### config.mk
export PLATFORM = sky130hd
export DESIGN_NAME = bdcfg_reg
export DESIGN_NICKNAME = d
export VERILOG_FILES = /design/src/common/bdcfg_pkg.sv /design/src/core/bdcfg_reg.sv
export SDC_FILE = /design/constraint.sdc
export NUM_CORES = 1
export LEC_CHECK = 0
export ABC_CLOCK_PERIOD_IN_PS = 1200
export BUFFER_PORTS_ARGS = -buffer_cell sky130_fd_sc_hd__clkbuf_2
export CAP_MARGIN = 10
export CELL_PAD_IN_SITES_DETAIL_PLACEMENT = 0
export CELL_PAD_IN_SITES_GLOBAL_PLACEMENT = 2
export CORE_MARGIN = 5
export CORE_UTILIZATION = 21
export CTS_CLUSTER_SIZE = 25
export DETAILED_ROUTE_END_ITERATION = 10
export GPL_TIMING_DRIVEN = 0
export PLACE_DENSITY_LB_ADDON = 0.1
export SETUP_SLACK_MARGIN = 0.4
export SYNTH_ARGS = -nofsm -noshare
export SYNTH_HDL_FRONTEND = slang
export SYNTH_SLANG_ARGS = --single-unit
### constraint.sdc
create_clock -name i_ref_clk -period 1.2 [get_ports i_ref_clk]
set_input_delay 0.18 -clock i_ref_clk [delete_from_list [all_inputs] [get_ports i_ref_clk]]
set_output_delay 0.18 -clock i_ref_clk [all_outputs]
set_load 0.01 [all_outputs]
### src/common/bdcfg_pkg.sv
/*
  Package for the boot/diagnostic configuration register: addresses,
  field positions and the carrier structs for the local bus and straps.
  Assumes a 32-bit physical address and 32-bit data local bus.
*/
package bdcfg_pkg;

  localparam logic [31:0] MAIN_ADDR   = 32'h1008_4004;
  localparam logic [31:0] DIAG_ADDR   = 32'h2008_4004;
  localparam int          HALT_BIT    = 7;
  localparam int          RATE_LSB    = 4;
  localparam int          RATE_W      = 3;
  localparam int          CPU_LSB     = 2;
  localparam int          CPU_W       = 2;
  localparam int          MODE_LSB    = 0;
  localparam int          MODE_W      = 2;
  localparam int          SYNC_STAGES = 2;
  localparam logic [7:0]  CFG_RST     = 8'h00;

  typedef enum logic [1:0] {
    BDCFG_SRC_MAIN,
    BDCFG_SRC_DIAG,
    BDCFG_SRC_EXT
  } bdcfg_src_e;

  typedef struct packed {
    logic        req;
    logic        wr;
    bdcfg_src_e  src;
    logic [31:0] addr;
  } bdcfg_req_s;

  typedef struct packed {
    logic                halt_permit_strap_n;
    logic [RATE_W-1:0]   rate_code;
    logic [CPU_W-1:0]    cpu_config_code;
    logic [MODE_W-1:0]   boot_mode_code;
  } bdcfg_strap_s;

endpackage : bdcfg_pkg

### src/core/bdcfg_reg.sv
/*
  Read-only boot/diagnostic configuration register with strap synchroniser
  and console-break halt gating.
  Assumes straps are static connector levels and one request per cycle.
*/
// Behaviour
// - Decode byte register at both processor addresses
// - Answer local processors, never expansion bus
// - Bit 7 shows halt strap, read-only
// - Halt strap gates break-triggered processor halt
// - Bits 6:4 give console rate code
// - Bits 3:2 give CPU configuration code
// - Bits 1:0 give boot mode code
`timescale 1ns/1ns
module bdcfg_reg #(
  parameter int SYNC_STAGES = bdcfg_pkg::SYNC_STAGES,
  parameter int CFG_W       = 8
) (
  input  wire logic                    i_ref_clk,
  input  wire logic                    i_srst,
  input  wire bdcfg_pkg::bdcfg_req_s   i_req,
  input  wire bdcfg_pkg::bdcfg_strap_s i_strap,
  input  wire logic                    i_console_break,
  output logic                         o_ack,
  output logic [31:0]                  o_rdata,
  output logic                         o_halt_req
);

  localparam int LAST = SYNC_STAGES - 1;

  // Fewer than two stages would let a metastable strap reach a read
  if (SYNC_STAGES < 2) begin : g_bad_depth
    $error("bdcfg_reg: SYNC_STAGES must be at least 2");
  end

  // The register is one byte wide, matching the strap carrier
  if (CFG_W != $bits(bdcfg_pkg::bdcfg_strap_s)) begin : g_bad_width
    $error("bdcfg_reg: CFG_W must equal the strap carrier width");
  end

  function automatic logic hit(input bdcfg_pkg::bdcfg_req_s r);
    hit = r.req && (r.src != bdcfg_pkg::BDCFG_SRC_EXT) &&
          ((r.addr == bdcfg_pkg::MAIN_ADDR) || (r.addr == bdcfg_pkg::DIAG_ADDR));
  endfunction : hit

  // Places each strap field at its register position
  function automatic logic [CFG_W-1:0] present(input bdcfg_pkg::bdcfg_strap_s s);
    logic [CFG_W-1:0] c;
    c = '0;
    c[bdcfg_pkg::HALT_BIT] = ~s.halt_permit_strap_n;
    c[bdcfg_pkg::RATE_LSB +: bdcfg_pkg::RATE_W] = s.rate_code;
    c[bdcfg_pkg::CPU_LSB +: bdcfg_pkg::CPU_W] = s.cpu_config_code;
    c[bdcfg_pkg::MODE_LSB +: bdcfg_pkg::MODE_W] = s.boot_mode_code;
    present = c;
  endfunction : present

  function automatic logic [31:0] read_word(input logic [CFG_W-1:0] c);
    read_word = {{(32-CFG_W){1'b0}}, c};
  endfunction : read_word

  logic [CFG_W-1:0]        sync_ff  [SYNC_STAGES];
  logic [CFG_W-1:0]        nxt_sync [SYNC_STAGES];
  bdcfg_pkg::bdcfg_strap_s strap_sync;
  logic [CFG_W-1:0]        cfg;
  logic                    ack_ff;
  logic                    nxt_ack;
  logic [31:0]             rdata_ff;
  logic [31:0]             nxt_rdata;
  logic                    halt_ff;
  logic                    nxt_halt;

  // multi-stage strap synchroniser
  // Cleared to zero, so bit 7 reads set until real straps arrive
  always_comb begin
    nxt_sync[0] = i_srst ? bdcfg_pkg::CFG_RST : i_strap;
    for (int s = 1; s < SYNC_STAGES; s++) begin
      nxt_sync[s] = i_srst ? bdcfg_pkg::CFG_RST : sync_ff[s-1];
    end
  end

  always_ff @(posedge i_ref_clk) begin
    for (int s = 0; s < SYNC_STAGES; s++) begin
      sync_ff[s] <= nxt_sync[s];
    end
  end

  // Only the last stage is read; earlier stages may be metastable
  assign strap_sync = sync_ff[LAST];

  always_comb begin
    cfg = present(strap_sync);
  end

  always_comb begin
    nxt_ack = 1'b0;
    if (!i_srst && hit(i_req)) begin
      nxt_ack = 1'b1;
    end
  end

  always_ff @(posedge i_ref_clk) begin
    ack_ff <= nxt_ack;
  end

  // Read data stands for one cycle only, zero otherwise
  always_comb begin
    nxt_rdata = 32'h0000_0000;
    if (!i_srst && hit(i_req) && !i_req.wr) begin
      nxt_rdata = read_word(cfg);
    end
  end

  always_ff @(posedge i_ref_clk) begin
    rdata_ff <= nxt_rdata;
  end

  // break halts only when permitted
  // Uses the synchronised strap, so a strap change acts two cycles late
  always_comb begin
    nxt_halt = 1'b0;
    if (!i_srst) begin
      nxt_halt = i_console_break && cfg[bdcfg_pkg::HALT_BIT];
    end
  end

  always_ff @(posedge i_ref_clk) begin
    halt_ff <= nxt_halt;
  end

  assign o_ack      = ack_ff;
  assign o_rdata    = rdata_ff;
  assign o_halt_req = halt_ff;

endmodule : bdcfg_reg

Yosys cells after proc, flatten, opt, wreduce, memory -nomap -nowiden:

Memories as Yosys holds them, arrays and structs flattened.
Index checks and enable logic that the tools add are counted.
W data, S select, Z words.

* bits in registers: 34
* memories: 1
* logic and storage cells: 20
* bits in writable memories: 16
* output and inout bits: 34
* input port bits: 47

Memories
* sync_ff: words 2, bits a word 8, read ports 2, clocked after memory_dff 0, write ports 2, line bdcfg_reg.sv:61 `logic [CFG_W-1:0] sync_ff [SYNC_STAGES];`

* muxes and demuxes: 3
* reduce and logical (&&, ||, !) cells: 8
* equal/unequal tests: 3
* bitwise operators: 1

Operators with widths (count)
* $eq A32 B29 Y1 const B: 1
* $eq A32 B30 Y1 const B: 1
* $mux W8: 2
* $logic_and A1 B1 Y1: 5
* $logic_not A1 Y1: 2
* $ne A2 B2 Y1 const B: 1
* $logic_or A1 B1 Y1: 1
* $mux W1: 1
* $not A1 Y1: 1

Longest topological paths before layout:

* word-level depth: 5
* mapped depth: 3
* gate-level depth less buffers: 3

Worst setup path after synthesis:

Ideal clock, no wire load.

* path kind: in2reg
* start point: input i_req[5] in the netlist's numbering
* end point: register rdata_ff[0] (netlist: o_rdata[0])
* stages on the path: 3
* data required time: 1.107 ns
* arrival time: 0.943 ns
* library setup time: 0.093 ns
* slack: 0.164 ns
* path buffers: 0
* cell sequence: nor4b_2 nand4_2 nor4_1

* cells in the longest elaborated chain, start to end: 5
* elaborated cells between the ends (all ways): 6
* classes of those cells: eq/ne: 2; reduce/logical: 4

Ends and longest elaborated chain
* start, declared: line bdcfg_reg.sv:21 `input wire bdcfg_pkg::bdcfg_req_s i_req,`
* $eq A32 B29 Y1 or $eq A32 B30 Y1 (tied branches): line bdcfg_reg.sv:43 `((r.addr == bdcfg_pkg::MAIN_ADDR) || (r.addr == bdcfg_pkg::DIAG_ADDR));`
* $logic_or A1 B1 Y1 (*): line bdcfg_reg.sv:43
* $logic_and A1 B1 Y1 (*): line bdcfg_reg.sv:42 `hit = r.req && (r.src != bdcfg_pkg::BDCFG_SRC_EXT) &&`
* $logic_and A1 B1 Y1 (*) (2 in series): line bdcfg_reg.sv:108 `if (!i_srst && hit(i_req) && !i_req.wr) begin`
* end signal, assigned: line bdcfg_reg.sv:114 `rdata_ff <= nxt_rdata;`
* end, declared: line bdcfg_reg.sv:67 `logic [31:0] rdata_ff;`

Every way passes the cells marked *; elsewhere a longest branch is shown, timed or not.
A chain may end at the register's enable or synchronous reset.

Worst setup path in the final report:

* start point: input i_req[21] in the netlist's numbering
* end point: register rdata_ff[7] (netlist: o_rdata[7])

Same word-level chain as after synthesis.

==> results_dict.tcl <==
set metrics [dict create \
    hold_viol 0 \
    clkLatencyLatePin_ns 0.27 \
    vias 929 \
    netlist_area_um2 1090 \
    globalRouteTotalUtil 0.0826 \
    layout-drive-gt1-share 0.612 \
    fin_skew_ns 0.00269 \
    path_max_fanout 5 \
    vias_per_cell 3.60 \
    rsz0062_at_grt "yes" \
    synthCells 99 \
    start_util 0.216 \
    powerDensity_nw_per_um2 892 \
    hold_buffers 0 \
    cts.clk_slew.worst_paths_ns 0.08 \
    synth_top_area_frac 0.475 \
    finalCriticalPeriod_ns 0.986 \
    yosys_warnings 0 \
    final_cells 258 \
    routedWlPerCell_um 11.0 \
    clock_sinks 26 \
    cp.required_ns 1.38 \
    coreArea_um2 5070 \
    drv_slew 0 \
    power_leakage_nw 0.895 \
    period_share 0.821 \
    outcome "complete, no violations" \
    num_rows 26 \
    drtPass1Iterations 4 \
    critical_path_class "in -> reg" \
    max_freq_ghz 1.01 \
    p_total_mw 1.68 \
    grt_antenna_before_repair 0 \
    route.final.wire_length_um 2850 \
    drt_iter0_markers 38 \
    finalSetupViolations 0 \
    htreeDepth 1 \
    dp.cells 248 \
    final_common_cell "clkbuf_2" \
    cts_max_path_buffers 2 \
    gp_congestion 0.654 \
    nNetsFinal 237 \
    ys_types 19 \
    dieArea_um2 6760 \
    drc_errors 0 \
    dp.final_hpwl_um 2080 \
    slowest_delay_ns 0.29 \
    setup_tns_ns 0 \
    hold_class "in -> reg" \
    path_cells "buf_6 -> nor4b_4 -> buf_4 -> nand4_4 -> nor4b_2" \
    grt_pass1_wl_um 4260 \
    grt_max_degree 14 \
    avgSynthCellArea_um2 11.1 \
    peakVddDrop_uv 351 \
    synthTopCellsByArea "dfxtp_1 48%, buf_4 16%, nor2b_1 7.4%" \
    ios 81 \
    syn2layout_area_growth_pct 72.1 \
    die_h_um 82.2 \
    cts_root_buffer "clkbuf_8" \
    numPortBuffers 56 \
    numCtsBuffers 3 \
    ys_ff_latch 26 \
    cp-end-kind "register" \
    antenna_cells 0 \
    yosysSeqAreaShare 0.475 \
    worst-path-buf-inv 2 \
    ant_nets 0 \
    path_delay_family "simple AND/OR/NAND/NOR gates" \
    cts_tree "built" \
    fp.dieW_um 82.2 \
    final_cell_mix "41 x clkbuf_2, 29 x buf_4, 24 x conb_1, 21 x dfxtp_1, 13 x nor2b_1" \
    maxCapViolCount 0 \
    critPathSlowestCell "nor4b_2" \
    grt_overflow 0 \
    setup.worst_path.start_class "primary input" \
    grt_pass1_vias 948 \
    synth_top_cell_by_area "dfxtp_1" \
    cp.arrival_ns 1.17 \
]
routing by layer:
layer | vias up | GRT usage | wire, µm
met3 | 5 | 0.0217 | 327
met1 | 401 | 0.0897 | 998
met4 | 0 | 0.0349 | 45
met5 | - | 0 | 0
met2 | 50 | 0.150 | 1480
li1 | 473 | - | -
kinds of logic after synthesis:
logic type             Yosys count  share of synthesized area
AO/OA/AOI/OAI                    1                    0.00457
XOR/XNOR                         1                    0.00800
buffers and inverters           26                      0.171
AND/OR/NAND/NOR                 44                      0.337
flip-flops                      26                      0.475
other                            1                    0.00343
worst reg2reg max path, delay by kind of cell, from the launching register on:
family,cells,cell delay [ns]
DFF,1,0.32
and+or+nand+nor,2,0.29
layout make-up:
cell class,instances,area (µm²)
Tap cell,70,87.6
Multi-Input combinational cell,72,639
Sequential cell,26,527
Fill cell,535,3190
Buffer,25,185
Clock buffer,3,41.3
Timing Repair Buffer,61,400
Inverter,1,3.75
sequential cells by signal, indices dropped and copies added (netlist names):
signal      cells
o_rdata         8
o_halt_req      1
sync_ff        16
o_ack           1
what timing repair did:
item / in CTS / in global routing
endpoints found under the setup margin: 19 / 28
gates cloned: 2 / 0
buffers inserted: 5 / 0
pin swaps: 8 / 12
resized for setup: 14 / 34
cells in the mapped netlist (all sizes together):
cell type and number:
inv 1, buf 24, conb 1, nand2b 7, nor2 1, nor2b 13, nor4 11, xor2 1
clkbuf 1, nor3 1, and2b 3, dfxtp 26, nor3b 1, nand4 2, nor4b 5, o21ai 1
final timing paths:
check,from,to,slack (ns),cells after the start
max reg2reg,sync_ff[0][12]$_SDFF_PP0_,o_rdata[4]$_SDFF_PN0_,0.50,2
min reg2reg,sync_ff[0][15]$_SDFF_PP0_,o_halt_req$_SDFF_PP0_,0.43,1
max,i_req[21],o_rdata[7]$_SDFF_PN0_,0.21,5
min,i_strap[1],sync_ff[0][1]$_SDFF_PP0_,0.11,2
through the flow:
step                      hold slack (ns)  area (µm²)  utilization  setup slack [ns]
after floorplan                     0.252        1230            -             0.213
after global placement              0.390        1590        0.314           -0.0537
after detailed placement            0.392        1590        0.314           -0.0836
after CTS                           0.108        1780        0.350             0.213
after global routing                0.114        1880        0.371             0.185
final                               0.112        1880        0.371             0.214
report_power, final:
part	internal (mW)	switching (mW)
registers	0.889	0.00687
clock network	0.225	0.253
logic	0.173	0.135
total	1.29	0.395
Power figures use the tool's default switching activity.
